$ cat config.mk
export PLATFORM = sky130hd
export DESIGN_NAME = operating_watchdog_timer
export DESIGN_NICKNAME = d
export VERILOG_FILES = /design/src/core/wdog_pkg.sv /design/src/core/reset_pin_stretch.sv /design/src/core/por_clear_delay.sv /design/src/core/operating_watchdog_timer.sv
export VERILOG_INCLUDE_DIRS = /design/src /design/src/core
export SDC_FILE = /design/constraint.sdc
export NUM_CORES = 1
export LEC_CHECK = 0
export ABC_AREA = 1
export BUFFER_PORTS_ARGS = -buffer_cell sky130_fd_sc_hd__buf_2
export CAP_MARGIN = 0
export CORE_AREA = 2 2 91 93
export CTS_BUF_LIST = sky130_fd_sc_hd__clkbuf_8
export CTS_CLUSTER_DIAMETER = 30
export CTS_CLUSTER_SIZE = 30
export DETAILED_ROUTE_END_ITERATION = 8
export DIE_AREA = 0 0 93 95
export GPL_TIMING_DRIVEN = 0
export PLACE_DENSITY = 0.8
export SETUP_SLACK_MARGIN = 0.02
export SYNTH_ARGS = -nofsm -noshare
export SYNTH_HDL_FRONTEND = slang
export SYNTH_SLANG_ARGS = --single-unit
$ cat constraint.sdc
create_clock -name clk -period 1.95 [get_ports clk]
set_clock_uncertainty 0.1 [all_clocks]
set_input_delay 0.2925 -clock clk [delete_from_list [all_inputs] [get_ports clk]]
set_output_delay 0.2925 -clock clk [all_outputs]
set_load 0.005 [all_outputs]
$ cat src/core/wdog_cfg.svh
// Constants for the operating watchdog: offsets, fields, reset values, counts
`ifndef WDOG_CFG_SVH
`define WDOG_CFG_SVH

// Register byte addresses (service location index is scaled by four)
`define SERVICE_INDEX      18'h0FFFF
`define ADDR_SERVICE       {`SERVICE_INDEX, 2'b00}
`define ADDR_CONFIG        20'h00000
`define ADDR_STATUS        20'h00004
`define ADDR_MASK          20'h00008
`define ADDR_STATE         20'h0000C
`define ADDR_WIDTH         20

// Config register fields
`define CFG_DISABLE_BIT    0
`define CFG_LONG_BIT       1
`define CFG_STOP_EN_BIT    2
`define CFG_RESET          3'h0

// Status / mask fields
`define ST_WDOG_RESET_BIT  0
`define ST_SERVICE_BIT     1
`define ST_WIDTH           2
`define ST_RESET           2'h0
`define MASK_RESET         2'h0

// Counter geometry and timeout compare points
`define PRESCALE_WIDTH     12
`define COUNT_WIDTH        6
`define COUNT_MAX          6'h3F
`define SHORT_TAP_MASK     12'h07F
`define LONG_TAP_MASK      12'hFFF
`define SHORT_LAST         12'h06F
`define LONG_LAST          12'hFEF
`define SERVICE_KEEP_MASK  12'h007
`define PRESCALE_ZERO      12'h000
`define COUNT_ZERO         6'h00

// Reset pin stretch and power-up delay, in crystal cycles
`define PIN_HOLD_CYCLES    6'h20
`define PIN_HOLD_WIDTH     6
`define POR_DELAY_CYCLES   13'h1000
`define POR_DELAY_WIDTH    13

`endif

$ cat src/core/wdog_pkg.sv
// Types shared by the operating watchdog design files
package wdog_pkg;

    // Synchronous qualifiers from the mode and pin logic
    typedef struct packed {
        logic monitor_mode;
        logic break_active;
        logic irq_high_voltage_level;
        logic rst_high_voltage_level;
    } wdog_qual_t;

    // Core events from the processor
    typedef struct packed {
        logic stop_exec;
        logic stop_mode;
        logic wait_mode;
        logic internal_reset;
        logic reset_vector_fetch;
    } cpu_event_t;

    typedef struct packed {
        logic stop_enable;
        logic long_timeout_select;
        logic watchdog_disable_bit;
    } wdog_config_t;

    // Two states, one bit apart
    typedef enum logic [0:0] {
        PIN_IDLE = 1'b0,
        PIN_HOLD = 1'b1
    } pin_state_t;

    typedef struct packed {
        pin_state_t  state;
        logic [5:0]  count;
    } pin_regs_t;

    typedef struct packed {
        logic [12:0] count;
        logic        done;
        logic        clear;
    } por_regs_t;

    typedef struct packed {
        wdog_config_t config_reg;
        logic [1:0]   status;
        logic [1:0]   mask;
        logic [11:0]  prescaler;
        logic [5:0]   counter;
        logic [31:0]  prdata;
        logic         overflow;
    } wdog_regs_t;

endpackage

$ cat src/core/reset_pin_stretch.sv
// Holds the open-drain reset pin low for a fixed number of crystal cycles
`timescale 1ns/1ns
`include "wdog_cfg.svh"
module reset_pin_stretch (
    input  wire logic clk,
    input  wire logic rst_n,
    input  wire logic trigger,
    output logic      pin_out,
    output logic      pin_oe_n,
    output logic      busy
);
    import wdog_pkg::*;

    pin_regs_t regs;
    pin_regs_t next_regs;

    // Retrigger during a hold is ignored; the pin is already low
    always_comb begin
        next_regs = regs;
        case (regs.state)
            PIN_IDLE: begin
                if (trigger) begin
                    next_regs.state = PIN_HOLD;
                    next_regs.count = `PIN_HOLD_CYCLES;
                end
            end
            PIN_HOLD: begin
                next_regs.count = regs.count - 6'h01;
                if (regs.count == 6'h01) begin
                    next_regs.state = PIN_IDLE;
                end
            end
            default: begin
                next_regs.state = PIN_IDLE;
                next_regs.count = `PIN_HOLD_CYCLES;
            end
        endcase
    end

    always_ff @(posedge clk or negedge rst_n) begin
        if (!rst_n) begin
            regs <= '{state: PIN_IDLE, count: 6'h00};
        end else begin
            regs <= next_regs;
        end
    end

    // Drive low only, enable low while driving
    assign busy     = (regs.state == PIN_HOLD);
    assign pin_out  = 1'b0;
    assign pin_oe_n = ~busy;
endmodule

$ cat src/core/por_clear_delay.sv
// Counts crystal cycles after power-up and pulses a prescaler clear once
`timescale 1ns/1ns
`include "wdog_cfg.svh"
module por_clear_delay (
    input  wire logic clk,
    input  wire logic rst_n,
    output logic      clear
);
    import wdog_pkg::*;

    por_regs_t regs;
    por_regs_t next_regs;

    // One pulse only; the counter parks once done
    always_comb begin
        next_regs       = regs;
        next_regs.clear = 1'b0;
        if (!regs.done) begin
            next_regs.count = regs.count + 13'h0001;
            if (regs.count == `POR_DELAY_CYCLES - 13'h0001) begin
                next_regs.done  = 1'b1;
                next_regs.clear = 1'b1;
            end
        end
    end

    always_ff @(posedge clk or negedge rst_n) begin
        if (!rst_n) begin
            regs <= '{count: 13'h0000, done: 1'b0, clear: 1'b0};
        end else begin
            regs <= next_regs;
        end
    end

    assign clear = regs.clear;
endmodule

$ cat src/core/operating_watchdog_timer.sv
// Operating watchdog: prescaler, timeout counter, reset pin and APB registers
//
// Operation
// - Six-bit free-running counter fed by twelve-bit prescaler, both on crystal clock.
// - Unserviced, overflow raises reset after short or long count per select bit.
// - Reading the service location returns the reset vector low byte.
// - Overflow holds reset pin low 32 cycles and sets the cause bit.
// - Monitor mode with high voltage on interrupt or reset pin disables watchdog.
// - During break, high voltage on reset pin disables watchdog.
// - Stop instruction clears prescaler; stop mode freezes the watchdog clock.
// - Power-up logic clears prescaler after 4096 crystal cycles.
// - Internal reset clears prescaler and counter.
// - Reset vector fetch clears the prescaler.
// - Disable and long timeout follow the configuration register bits.
// - Watchdog never raises a processor interrupt; overflow resets and sets the cause bit seen on status_irq.
// - Counting continues during wait mode.
// - Stop only acts when the stop enable bit is set.
//
// The APB register port was left to the implementer.
`timescale 1ns/1ns
`include "wdog_cfg.svh"
module operating_watchdog_timer (
    input  wire logic                 clk,
    input  wire logic                 rst_n,
    // APB slave
    input  wire logic                 psel,
    input  wire logic                 penable,
    input  wire logic                 pwrite,
    input  wire logic [31:0]          paddr,
    input  wire logic [31:0]          pwdata,
    output logic                      pready,
    output logic                      pslverr,
    output logic [31:0]               prdata,
    // Core side
    input  wire wdog_pkg::wdog_qual_t qual,
    input  wire wdog_pkg::cpu_event_t cpu_event,
    input  wire logic [7:0]           reset_vector_low,
    // Reset and status outputs
    output logic                      watchdog_reset,
    output logic                      reset_pin_out,
    output logic                      reset_pin_oe_n,
    output logic                      status_irq
);
    import wdog_pkg::*;

    ////////////////////////////////////////////////////////////////////////////
    // Address decode

    typedef enum logic [2:0] {
        SEL_NONE    = 3'h0,
        SEL_CONFIG  = 3'h1,
        SEL_STATUS  = 3'h2,
        SEL_MASK    = 3'h3,
        SEL_STATE   = 3'h4,
        SEL_SERVICE = 3'h5
    } reg_sel_t;

    // Shared by the read capture and the write strobe
    function automatic reg_sel_t decode(input logic [31:0] addr);
        reg_sel_t sel;
        sel = SEL_NONE;
        if (addr[31:`ADDR_WIDTH] == '0) begin
            case (addr[`ADDR_WIDTH-1:0])
                `ADDR_CONFIG:  sel = SEL_CONFIG;
                `ADDR_STATUS:  sel = SEL_STATUS;
                `ADDR_MASK:    sel = SEL_MASK;
                `ADDR_STATE:   sel = SEL_STATE;
                `ADDR_SERVICE: sel = SEL_SERVICE;
                default:       sel = SEL_NONE;
            endcase
        end
        return sel;
    endfunction

    wdog_regs_t   regs;
    wdog_regs_t   next_regs;
    reg_sel_t     sel;
    logic         setup_phase;
    logic         write_take;
    logic         service_write;
    logic         stop_active;
    logic         stop_clear;
    logic         disabled;
    logic         tap;
    logic         at_last;
    logic         por_clear;
    logic         pin_busy;
    logic [11:0]  tap_mask;
    logic [11:0]  last_value;

    ////////////////////////////////////////////////////////////////////////////
    // Helpers

    por_clear_delay u_por (
        .clk   (clk),
        .rst_n (rst_n),
        .clear (por_clear)
    );

    reset_pin_stretch u_pin (
        .clk      (clk),
        .rst_n    (rst_n),
        .trigger  (regs.overflow),
        .pin_out  (reset_pin_out),
        .pin_oe_n (reset_pin_oe_n),
        .busy     (pin_busy)
    );

    ////////////////////////////////////////////////////////////////////////////
    // Bus strobes and watchdog qualifiers

    // Zero wait states: read data is captured during setup
    assign sel           = decode(paddr);
    assign setup_phase   = psel & ~penable;
    assign pready        = 1'b1;
    assign pslverr       = psel & penable & (sel == SEL_NONE);
    assign write_take    = psel & penable & pwrite & (sel != SEL_NONE);
    assign service_write = write_take & (sel == SEL_SERVICE);

    // Stop has no effect unless software enabled it
    assign stop_active = regs.config_reg.stop_enable & cpu_event.stop_mode;
    assign stop_clear  = regs.config_reg.stop_enable & cpu_event.stop_exec;

    // Qualifiers are already synchronous; wait mode does not appear here
    assign disabled = regs.config_reg.watchdog_disable_bit
                    | (qual.monitor_mode
                       & (qual.irq_high_voltage_level | qual.rst_high_voltage_level))
                    | (qual.break_active & qual.rst_high_voltage_level);

    // Tap and compare point follow the timeout select
    assign tap_mask   = regs.config_reg.long_timeout_select ? `LONG_TAP_MASK
                                                            : `SHORT_TAP_MASK;
    assign last_value = regs.config_reg.long_timeout_select ? `LONG_LAST
                                                            : `SHORT_LAST;
    assign tap        = (regs.prescaler & tap_mask) == tap_mask;
    // Sixteen cycles short of the full span so the overflow edge lands exactly
    assign at_last    = (regs.counter == `COUNT_MAX)
                      & ((regs.prescaler & tap_mask) == last_value);

    ////////////////////////////////////////////////////////////////////////////
    // Next state

    always_comb begin
        next_regs          = regs;
        next_regs.overflow = 1'b0;

        // Counting, frozen while the crystal clock is gated by stop
        if (!disabled && !stop_active) begin
            next_regs.prescaler = regs.prescaler + 12'h001;
            if (tap) begin
                next_regs.counter = regs.counter + 6'h01;
            end
            if (at_last) begin
                next_regs.overflow  = 1'b1;
                next_regs.prescaler = `PRESCALE_ZERO;
                next_regs.counter   = `COUNT_ZERO;
            end
        end

        // Service keeps the three lowest prescaler stages and beats a same-cycle overflow
        if (service_write) begin
            next_regs.prescaler = regs.prescaler & `SERVICE_KEEP_MASK;
            next_regs.counter   = `COUNT_ZERO;
            next_regs.overflow  = 1'b0;
        end

        // Prescaler clears
        if (stop_clear || por_clear || cpu_event.reset_vector_fetch) begin
            next_regs.prescaler = `PRESCALE_ZERO;
        end
        if (cpu_event.internal_reset) begin
            next_regs.prescaler = `PRESCALE_ZERO;
            next_regs.counter   = `COUNT_ZERO;
            next_regs.overflow  = 1'b0;
        end

        // Software registers
        if (write_take) begin
            case (sel)
                SEL_CONFIG: begin
                    next_regs.config_reg.watchdog_disable_bit = pwdata[`CFG_DISABLE_BIT];
                    next_regs.config_reg.long_timeout_select  = pwdata[`CFG_LONG_BIT];
                    next_regs.config_reg.stop_enable          = pwdata[`CFG_STOP_EN_BIT];
                end
                SEL_STATUS: begin
                    next_regs.status = regs.status & ~pwdata[`ST_WIDTH-1:0];
                end
                SEL_MASK: begin
                    next_regs.mask = pwdata[`ST_WIDTH-1:0];
                end
                default: begin
                end
            endcase
        end

        // Hardware sets win over a same-cycle clear
        if (regs.overflow) begin
            next_regs.status[`ST_WDOG_RESET_BIT] = 1'b1;
        end
        if (service_write) begin
            next_regs.status[`ST_SERVICE_BIT] = 1'b1;
        end

        // Read capture in setup; service reads the vector byte only
        if (setup_phase) begin
            case (sel)
                SEL_CONFIG:  next_regs.prdata = {29'h0, regs.config_reg.stop_enable,
                                                 regs.config_reg.long_timeout_select,
                                                 regs.config_reg.watchdog_disable_bit};
                SEL_STATUS:  next_regs.prdata = {30'h0, regs.status};
                SEL_MASK:    next_regs.prdata = {30'h0, regs.mask};
                SEL_STATE:   next_regs.prdata = {10'h000, pin_busy, disabled, 2'h0,
                                                 regs.counter, regs.prescaler};
                SEL_SERVICE: next_regs.prdata = {24'h0, reset_vector_low};
                default:     next_regs.prdata = 32'h0;
            endcase
        end
    end

    ////////////////////////////////////////////////////////////////////////////
    // State register

    always_ff @(posedge clk or negedge rst_n) begin
        if (!rst_n) begin
            regs <= '{config_reg: `CFG_RESET,
                      status:     `ST_RESET,
                      mask:       `MASK_RESET,
                      prescaler:  `PRESCALE_ZERO,
                      counter:    `COUNT_ZERO,
                      prdata:     32'h0,
                      overflow:   1'b0};
        end else begin
            regs <= next_regs;
        end
    end

    ////////////////////////////////////////////////////////////////////////////
    // Outputs

    // Overflow pulse is the only action toward the core
    assign watchdog_reset = regs.overflow;
    assign prdata         = regs.prdata;
    // System status line, not a processor interrupt request
    assign status_irq     = |(regs.status & regs.mask);
endmodule

# After elaboration in Yosys (flattened, before gate mapping)
# Cells that the tools add are included.
[totals]
reg_bits = 80
in_bits = 86
out_inout_bits = 38
wordCells = 105
[classes]
n_addsub = 4
n_eq_ne = 16
muxes = 25
bitwise = 20
n_reduce_logical = 24
[ops]
columns = ["operator", "count"]
rows = [
  ["$pmux W22 S5", 1],
  ["$mux W18", 4],
  ["$eq A20 B4 Y1 const B", 2],
  ["$mux W12", 3],
  ["$eq A12 B12 Y1", 2],
  ["$eq A20 B18 Y1 const B", 1],
  ["$eq A20 B3 Y1 const B", 1],
  ["$logic_not A20 Y1", 1],
  ["$pmux W3 S5", 1],
  ["$pmux W7 S2", 1],
  ["$add A13 B1 Y13 const B", 1],
  ["$eq A13 B12 Y1 const B", 1],
  ["$add A12 B1 Y12 const B", 1],
  ["$and A12 B12 Y12", 1],
  ["$logic_not A12 Y1", 1],
  ["$reduce_and A2 Y1", 6],
  ["$and A1 B1 Y1", 11],
  ["$reduce_bool A3 Y1", 3],
  ["$mux W2", 4],
  ["$reduce_bool A2 Y1", 4],
  ["$reduce_bool A4 Y1", 2],
  ["$mux W1", 7],
  ["$mux W7", 1],
  ["$add A6 B1 Y6 const B", 1],
  ["20 further kinds", 28],
]

# Logic depth before layout (Yosys ltp)
# Gate-level depths: netlist of run 1.
[logic_depth]
word_depth = 10
ltp_mapped = 14
depth_no_buf = 14

# Cells and area by module
# Synthesis of run 1 repeated with hierarchy kept, for this count alone.
[hier_totals]
cells_unflattened = 607
area_unflattened_um2 = 4430.5
[modules_own_cells]
columns = ["mod", "instances", "cells_per_inst", "area_each_um2", "seq_area_each_um2"]
rows = [
  ["operating_watchdog_timer", 1, 470, 3276.9, 1151.1],
  ["por_clear_delay", 1, 90, 765.7, 375.4],
  ["reset_pin_stretch", 1, 47, 387.9, 175.2],
]

# Least setup slack after synthesis of run 1
# Ideal clock, no wire load.
[synth_path]
kind = "register to register"
startpoint = "register regs[33] (netlist bit)"
endpoint = "register regs[37] (netlist bit)"
setup_ps = 120
t_arrival_ps = 1553
required_ps = 1730
path_slack_ps = 178
path_stages_with_launch = 11
path_buffers = 0
synth_period_minus_slack_ps = 1772
path_cell_list = "dfrtp_1 ha_1 nand2_1 nor2_1 nand3_1 nor2_2 nand2_1 nand2_1 nand2_1 xor2_1 nor2_1"
[synth_between]
elab_chain_cells = 6
word_cells_on_any_way = 10
cone_classes = "add/sub: 1; eq/ne: 1; mux: 5; bitwise: 1; reduce/logical: 2"
[synth_rtl]
columns = ["element", "line_no", "source"]
rows = [
  ["start, declared", "operating_watchdog_timer.sv:75", "wdog_regs_t regs;"],
  ["start signal, assigned", "operating_watchdog_timer.sv:225", "regs <= '{config_reg: `CFG_RESET,"],
  ["start signal, assigned", "operating_watchdog_timer.sv:233", "regs <= next_regs;"],
  ["$add A6 B1 Y6 / $eq A6 B6 Y1 (equally long branches)", "--", ""],
  ["$mux W6 / $and A1 B1 Y1 (equally long branches)", "operating_watchdog_timer.sv:150, operating_watchdog_timer.sv:137", ""],
  ["$mux W18", "operating_watchdog_timer.sv:153", "if (at_last) begin"],
  ["$mux W18", "operating_watchdog_timer.sv:148", "if (!disabled && !stop_active) begin"],
  ["$mux W18", "operating_watchdog_timer.sv:161", "if (service_write) begin"],
  ["$mux W18", "operating_watchdog_timer.sv:171", "if (cpu_event.internal_reset) begin"],
]
# Several ways; a longest one is shown, not always the timed one. The select of a mux whose other input is x is not followed.
# A chain may end at the register's enable or synchronous reset.

# Worst setup path after layout of run 1
[layout_path]
startpoint = "input port paddr[1]"
endpoint = "output port pslverr"
[layout_between]
elab_chain_cells = 5
word_cells_on_any_way = 9
cone_classes = "eq/ne: 4; mux: 2; bitwise: 1; reduce/logical: 2"
[layout_rtl]
columns = ["element", "line_no", "source"]
rows = [
  ["start, declared", "operating_watchdog_timer.sv:29", "input wire logic [31:0] paddr,"],
  ["$eq A20 B18 Y1, or another cell as far along", "operating_watchdog_timer.sv:63", "case (addr[`ADDR_WIDTH-1:0])"],
  ["$pmux W3 S5 (*)", "operating_watchdog_timer.sv:63", ""],
  ["$mux W3 (*)", "operating_watchdog_timer.sv:62", "if (addr[31:`ADDR_WIDTH] == '0) begin"],
  ["$logic_not A3 Y1 (*)", "operating_watchdog_timer.sv:116", "assign pslverr = psel & penable & (sel == SEL_NONE);"],
  ["$and A1 B1 Y1 (*)", "operating_watchdog_timer.sv:116", ""],
  ["end, declared", "operating_watchdog_timer.sv:32", "output logic pslverr,"],
]
# Mark *: on every way between the ends. The rest lies on a longest branch, timed or not.

==> flow_summary.ini, run 1 <==
[status]
outcome = finished clean

[power_and_ir_drop]
totalPowerFinal_mw = 2.92
peakVddDrop_v = 0.000289
p_leak_nw = 2.59
powerDensity_nw_per_um2 = 584

[sta]
fmax_mhz = 528
max_slew_margin_pct = 44.7
hold_viol = 0
min_period_ns = 1.89
fin_tns_setup_ns = 0
rsz0062_at_grt = yes
setup_violations = 0
worstMarginPinSlew_ns = 0.830
finalMaxSlewViolations = 0
finalCritPeriodShare_pct = 97.0

[critical_path]
cp-end-kind = output port
start_kind = input pin
crit_fanout = 5
cp_top_family = simple AND/OR/NAND/NOR gates
crit_type = in -> out
cp_slowest_stage_delay_ns = 0.27
path_buf_inv = 3
cp_data_arrival_time_ns = 1.50
critPathSlowestCell = or2_4
worstPathCellList = buf_2 > or2_4 > nor2_4 > nand3_2 > nand2_4 > inv_2 > o21ai_4 > nor2_1 > buf_2
critPathRequiredTime_ns = 1.56
cpMostUsedCell = buf_2

[hold_path]
min_path_type = in -> reg

[synthesis]
synth_top_family_by_area = simple AND/OR/NAND/NOR gates
yosys_warnings = 0
yosysUniqueCellTypes = 41
syn_avg_cell_area_um2 = 7.78
synthXorXnorAreaFrac_pct = 3.92
synthMuxAreaShare_pct = 0
synth_compound_area_share_pct = 8.74
synthSimpleGateAreaFrac_pct = 30.9
netlist_area_um2 = 4020
synthCells = 517
synth_fa_ha_area_share_pct = 1.56
ys_seq_area_share_pct = 42.3
synth_seq_cells = 68

[cts]
cts_num_sinks = 68
htreeDepth = 3
cts_tree = yes
numCtsBuffers = 9
clk_pin_slew_ns = 0.07
clock_path_buffers = 2
cts-root-buf = clkbuf_8
clock_latency_ns = 0.36

[layout]
layout-drive-gt1-share_pct = 29.1
mostFrequentLayoutCell = nand2_1
final_area_um2 = 5000
diodes = 0
fillers = 681
final_cell_mix = nand2_1, buf_2, dfrtp_1, nor2_1, inv_1
syn_to_final_growth_pct = 24.3
final_nets = 725

[detailed_routing]
vias = 3723
dr.first_iter.drc_count = 283
route.detailed.drc = 0
drt_pass1_iterations = 5
vias_per_cell = 5.00
detail_route.wl_per_cell_um = 12.5
wl_um = 9270
drtAntennaViolNets = 0

[global_routing]
grt_usage_pct = 21.1
grt_first_pass_wirelength_um = 14800
grt_pass1_vias = 3476
grt_overflow = 0
grt_max_degree = 69
antenna_found_initial = 0

[placed_design]
place_area_um2 = 4600
io_buffers = 79
hpwl_um = 6710
place_congestion = 0.892

[floorplanning]
fp.dieArea_um2 = 8840
core_region_area_um2 = 7930
die_h_um = 95
die_w_um = 93
rows = 33
start_util_pct = 50.7
ios = 124

[flow_run]
max_cap_viol_count = 0
## power by group
group          switching, mW  leakage [nW]  total, mW  internal (mW)
clock                  0.580         0.110       1.31          0.728
sequential           0.00298         0.919       1.41           1.41
combinational          0.114          1.56      0.196         0.0824
## sequential cells by signal, summed over array words and instances, names as in the netlist
register	flops
u_pin.regs	6
watchdog_reset	1
u_por.regs	14
regs	25
u_pin.busy	1
prdata	20
u_por.clear	1
## path summary, 6_finish.rpt
path,startpoint,endpoint,slack (ns),cells after the start
setup / recovery,paddr[1],pslverr,0.06,9
hold / removal,pwdata[1],regs[52],0.1,3
setup reg to reg,regs[34],regs[37],0.07,10
hold reg to reg,u_por.regs[13],u_por.regs[13],0.38,1
max in group asynchronous,rst_n,regs[53],0.73,2
min in group asynchronous,rst_n,prdata[13],0.48,2
## Yosys cell counts (all sizes together)
| cell | instances | area [µm²] |
|---|---|---|
| clkinv | 4 | 16.3 |
| nor2 | 68 | 309 |
| ha | 5 | 62.6 |
| nor3 | 16 | 91.3 |
| a41oi | 1 | 8.76 |
| or2 | 2 | 15.0 |
| a22o | 1 | 8.76 |
| conb | 2 | 7.51 |
| or4 | 1 | 7.51 |
| o21ai | 30 | 154 |
| a21oi | 21 | 113 |
| xnor2 | 3 | 26.3 |
| inv | 56 | 210 |
| xor2 | 15 | 131 |
| clkbuf | 4 | 15.0 |
| dfrtp | 68 | 1700 |
| nand2 | 131 | 524 |
| nand3b | 2 | 18.8 |
| o31ai | 7 | 52.6 |
| o211ai | 1 | 7.51 |
| nand3 | 36 | 213 |
| nand4 | 7 | 58.8 |
| and3 | 1 | 6.26 |
| a211oi | 1 | 7.51 |
| buf | 34 | 255 |
## metrics by stage
stage	util (%)	cells	worst slack [ns]	hold WS, ns
final	63.1	744	0.0578	0.0965
after global routing	63.1	744	-0.0610	0.0827
after CTS	61.5	735	0.0223	0.0727
after detailed placement	58.0	713	-0.161	0.349
after global placement	57.9	713	-0.120	0.358
after floorplan	-	529	0.178	-0.103
## what timing repair did
action	in CTS	in global routing
pin swaps	3	6
hold buffers	1	0
resized for setup	2	16
hold endpoints to repair	68	0
buffers inserted	5	9
setup endpoints to repair	5	9
## cells by family (layout without fill, tap and decap cells)
group,count (synthesis),after routing
buf+inv,98,208
fa+ha+maj,5,5
simple gates,264,264
compound gates,62,62
flops,68,68
xor+xnor,18,18
other cells,2,14
## routing by layer
layer	routed length, µm	GRT usage (%)	up-vias
li1	-	-	1836
met1	3780	24.2	1710
met2	4640	37.7	146
met3	568	5.51	31
met4	270	8.46	0
met5	0	0	-
## cell type report
class | instances | area (µm²) | share of cell area, %
clock inverter | 7 | 98.8 | 1.98
buffer | 38 | 270 | 5.41
sequential | 68 | 1700 | 34.0
inverter | 60 | 226 | 4.53
tap | 105 | 131 | 2.63
timing repair buffer | 94 | 513 | 10.3
multi-input combinational | 363 | 1930 | 38.7
clock buffer | 9 | 124 | 2.48
## worst reg2reg max path: stages (launching register included)
cell and delay (ns):
dfrtp_1 0.42, ha_1 0.21, nand2_1 0.06, nor2_1 0.19, nand3_1 0.17, nor2_4 0.12
nand2_1 0.13, nand2_2 0.13, nand2_1 0.07, xor2_1 0.13, nor2_1 0.05
(Power assumes the default switching activity.)
==> run 2, diff against run 1 <==
Settings changed: BUFFER_PORTS_ARGS -buffer_cell sky130_fd_sc_hd__buf_2 to unset, CORE_AREA 2 2 91 93 to 2 2 89 91, DIE_AREA 0 0 93 95 to 0 0 91 93, DONT_BUFFER_PORTS set to 1, PLACE_DENSITY 0.8 to 0.69.
==> run 2 against run 1 <==
  * The run now ends with hold timing left
  * Sequential share of layout area grew 3.1 points
  * Total power shrank 7.8%
  * Critical path depth increased by 2
  * First-iteration DRC count is 43% lower
  * Final cell count down 11%
  * Global-route usage is 1.0 points lower
  * Via count shrank 11%
  * Maximum frequency increased by 2.3%
  * Clock power is 11% lower
  * Wire length shrank 10%
  * Largest cell class unchanged
  * Design area decreased by 8.4%
==> flow_summary.ini, run 2 (synthesis results as in run 1) <==
[status]
outcome = complete, but fails checks
violations = hold timing

[floorplanning]
start_util_pct = 53.4
core_region_area_um2 = 7530
die_h_um = 93
ios = 124
fp.dieArea_um2 = 8460
die_w_um = 91
rows = 32

[sta]
hold_viol = 68
finalCritPeriodShare_pct = 94.9
timing.final.ws_setup_ns = 0.0995
setup_violations = 0
fmax_mhz = 540
finalMaxSlewViolations = 0
worstMarginPinSlew_ns = 0.684
min_period_ns = 1.85
rsz0062_at_grt = yes
holdWs_ns = -0.452
fin_tns_setup_ns = 0
max_slew_margin_pct = 54.2

[layout]
layout-drive-gt1-share_pct = 18.2
diodes = 0
fillers = 716
multi_input_area_um2 = 1930
syn_to_final_growth_pct = 13.8
final_nets = 646
regArea_um2 = 1700
largest_reg_flops = 25
mostFrequentLayoutCell = nand2_1
top_register = regs
final_cell_mix = nand2_1, dfrtp_1, nor2_1, inv_1, buf_4

[detailed_routing]
wl_um = 8290
detail_route.wl_per_cell_um = 12.5
drtAntennaViolNets = 0
vias = 3310
dr.first_iter.drc_count = 162
vias_per_cell = 5.00
route.detailed.drc = 0
drt_pass1_iterations = 4

[placed_design]
place_congestion = 0.905
hpwl_um = 6150
io_buffers = 0
dp_slack_ns = -0.135

[global_routing]
grt_usage_pct = 20.1
grt_max_degree = 69
grt_first_pass_wirelength_um = 13800
antenna_found_initial = 0
grt_pass1_vias = 3125
grt_overflow = 0

[cts]
clk_pin_slew_ns = 0.07
cts-root-buf = clkbuf_8
clock_path_buffers = 2
clock_latency_ns = 0.33
cts_num_sinks = 68
cts_tree = yes
numCtsBuffers = 9
htreeDepth = 3
hold_buffers = 2

[critical_path]
cp_data_arrival_time_ns = 2.01
critPathRequiredTime_ns = 2.11
crit_fanout = 4
cp-end-kind = flop
start_kind = flop
r2r_cells = 11
crit_type = reg -> reg

[flow_run]
max_cap_viol_count = 0

[power_and_ir_drop]
powerDensity_nw_per_um2 = 588
p_leak_nw = 2.24
peakVddDrop_v = 0.000280

[hold_path]
min_path_type = in -> async
[run 2: cell types whose count changed in the layout (fill, tap and decap cells not counted), moves of 2 or more]
cell,before,now
inv_1,52,54
inv_6,2,0
clkbuf_8,9,11
buf_2,78,0
buf_4,49,46
[run 2: path summary, 6_finish.rpt]
path	start	end	slack, ns
worst max-delay path	regs[40]	regs[49]	0.1
worst min-delay path	rst_n	prdata[1]	-0.45
worst max register to register	regs[40]	regs[49]	0.1
worst min register to register	u_por.regs[13]	u_por.regs[13]	0.37
max in group asynchronous	rst_n	regs[48]	2.07
min in group clk	pwdata[2]	regs[57]	0.01
[run 2: critical path, cell delays in order, from the launching register on]
cell and delay (ns):
dfrtp_1 0.40, ha_2 0.20, nand2_1 0.08, nor2_2 0.16, nand2_1 0.13, nor2_4 0.16, nand2_1 0.08, inv_1 0.07
nand3_2 0.07, o21ai_1 0.11, o21ai_0 0.09, o21ai_1 0.14
[run 2: where the power goes]
group	leakage (nW)	internal [mW]	total, mW	switching [mW]
Clock	0.104	0.652	1.17	0.515
Combinational	1.21	0.0466	0.110	0.0638
Sequential	0.919	1.41	1.42	0.00271
Total	2.24	2.11	2.69	0.581
[run 2: stage by stage]
stage / utilization, % / cell area (µm²) / power, mW / std cells
after global routing: 60.8 / 4580 / 2.79 / 662
after detailed placement: 55.7 / 4190 / 1.54 / 631
after global placement: 55.7 / 4190 / 1.54 / 631
final: 60.8 / 4580 / 2.69 / 662
after CTS: 59.0 / 4440 / 2.72 / 650
after floorplan: - / 4070 / 1.53 / 529
[run 2: per-layer routing]
metal | track usage, % | part of all wire [%] | up-vias
met5 | 0 | 0 | -
met4 | 7.07 | 1.1 | 0
met3 | 3.95 | 4.6 | 9
met2 | 33.5 | 48 | 76
met1 | 26.3 | 46 | 1538
li1 | - | - | 1687
[run 2: timing repair]
item	in CTS	in global routing
hold endpoints to repair	70	68
endpoints found under the setup margin	5	9
buffers inserted	1	12
pin swaps	1	6
resized for setup	4	13
[run 2: cell type report]
type / count / share of cell area [%]
inverter: 60 / 4.95
tap: 102 / 2.79
buffer: 38 / 5.90
clock buffer: 11 / 3.31
clock inverter: 5 / 1.15
timing repair buffer: 15 / 2.65
multi-input combinational: 363 / 42.1
sequential: 68 / 37.2
==> run 3, diff against run 2 <==
Settings changed: HOLD_SLACK_MARGIN set to 0.1.
==> run 3 against run 2 <==
  * The run still ends with hold timing left
  * Clock power about the same
  * Clock-buffer cell count did not move
  * Non-clock buffer count up 8
  * Critical path depth stayed put
  * Via count is 1.6% higher
  * Worst setup slack got worse by 0.00094 ns
  * First-iteration DRC count increased by 3.7%
  * Maximum frequency barely moved
  * Die area stayed put
==> flow_summary.ini, run 3 (synthesis results as in run 1) <==
[critical_path]
reg2reg_setup_slack_ns = 0.1
crit_end = regs[49]
cp-startpoint = regs[40]
critPathSlowestCell = dfrtp_1
worstPathCellList = ha_2 > nand2_1 > nor2_2 > nand2_1 > nor2_4 > nand2_1 > inv_1 > nand3_2 > o21ai_1 > o21ai_0 > o21ai_1
critPathRequiredTime_ns = 2.11
start_kind = flop
cp_data_arrival_time_ns = 2.01
cp_slowest_stage_delay_ns = 0.40
r2r-start = regs[40]
cp-end-kind = flop
crit_type = reg -> reg
r2r_cells = 11
r2r-end = regs[49]
crit_fanout = 4
cpMostUsedCell = nand2_1

[sta]
fmax_mhz = 540
worstMarginPinSlew_ns = 0.679
hold_viol = 68
setup_violations = 0
max_slew_margin_pct = 54.6
holdWs_ns = -0.455
min_period_ns = 1.85
finalCritPeriodShare_pct = 94.9
rsz0062_at_grt = yes
finalMaxSlewViolations = 0
timing.final.ws_setup_ns = 0.0985

[detailed_routing]
detail_route.wl_per_cell_um = 12.7
drtAntennaViolNets = 0
route.detailed.drc = 0
wl_um = 8480
dr.first_iter.drc_count = 168
drt_pass1_iterations = 4
vias = 3362
vias_per_cell = 5.02

[power_and_ir_drop]
totalPowerFinal_mw = 2.71
p_leak_nw = 2.27
powerDensity_nw_per_um2 = 582
peakVddDrop_v = 0.000279

[global_routing]
met2_usage_pct = 34.1
grt_pass1_vias = 3153
grt_usage_pct = 20.3
antenna_found_initial = 0
grt_max_degree = 69
top_usage_layer = met2
grt_first_pass_wirelength_um = 14000
grt_use_met1_pct = 26.8
grt_overflow = 0
use_met3_pct = 3.55

[placed_design]
dp.cells = 631
io_buffers = 0
hpwl_um = 6150
place_congestion = 0.905
dp_slack_ns = -0.135

[status]
violations = hold timing
outcome = complete, but fails checks

[cts]
clock_latency_ns = 0.33
htreeDepth = 3
hold_buffers = 10
cts_num_sinks = 68
clk_pin_slew_ns = 0.07
cts_tree = yes
cts-root-buf = clkbuf_8
numCtsBuffers = 9
clock_path_buffers = 2

[layout]
largest_reg_flops = 25
final_cell_mix = nand2_1, dfrtp_1, nor2_1, inv_1, buf_4
diodes = 0
mostFrequentLayoutCell = nand2_1
fillers = 709
layout-drive-gt1-share_pct = 18.0
syn_to_final_growth_pct = 15.8
finish.utilization_pct = 61.9
top_register = regs
final_nets = 654
stdcell_count = 670

[floorplanning]
core_region_area_um2 = 7530
start_util_pct = 53.4
ios = 124
die_h_um = 93
fp.dieArea_um2 = 8460
die_w_um = 91
rows = 32

[hold_path]
min_path_type = in -> async

[flow_run]
max_cap_viol_count = 0
run 3: changes by cell type in the layout (fill, tap and decap cells not counted):
cell / previous run / this run
dlygate4sd3_1: 2 / 10
run 3: power by group:
part | total, mW | leakage [nW] | switching [mW] | internal (mW)
sequential | 1.42 | 0.919 | 0.00272 | 1.41
combinational | 0.126 | 1.25 | 0.0686 | 0.0573
clock | 1.17 | 0.104 | 0.517 | 0.652
run 3: worst min-delay path by stage:
stage / from / end / slack (ns) / cells past startpoint
floorplan: rst_n / prdata[0] / -0.10 / 0
global placement: rst_n / prdata[0] / -0.10 / 0
detailed placement: rst_n / prdata[0] / -0.10 / 0
CTS: rst_n / prdata[16] / -0.47 / 0
global route: rst_n / prdata[14] / -0.47 / 0
finish: rst_n / prdata[1] / -0.45 / 0
run 3: layer usage:
metal	wire, µm	share of wire (%)
met1	3900	46
met2	4110	48
met3	357	4.2
met4	116	1.4
met5	0	0
run 3: layout make-up:
type                       count  area, µm²  share of cell area (%)
multi-input combinational    363       1930                    41.3
sequential                    68       1700                    36.5
inverter                      60        226                    4.86
tap                          102        128                    2.74
buffer                        38        270                    5.80
timing repair buffer          23        201                    4.33
clock buffer                  11        151                    3.25
clock inverter                 5       52.6                    1.13
run 3: worst max-delay path, delay by kind of cell (launching register included):
| kind | cells | cell delay, ns |
|---|---|---|
| simple gates | 6 | 0.67 |
| buf+inv | 1 | 0.07 |
| flops | 1 | 0.40 |
| fa+ha+maj | 1 | 0.20 |
| compound gates | 3 | 0.34 |
run 3: repair_timing:
item,4_1_cts,5_1_grt
buffers inserted,1,12
endpoints found under the hold margin,82,68
pin swaps,1,6
resized for setup,4,13
endpoints found under the setup margin,5,9
cloned,0,0
run 3: metrics by stage:
step	instance area [µm²]	TNS, ns
CTS	4520	0
global placement	4190	-0.594
detailed placement	4190	-1.85
finish	4660	0
global route	4660	-0.0255
floorplan	4070	0
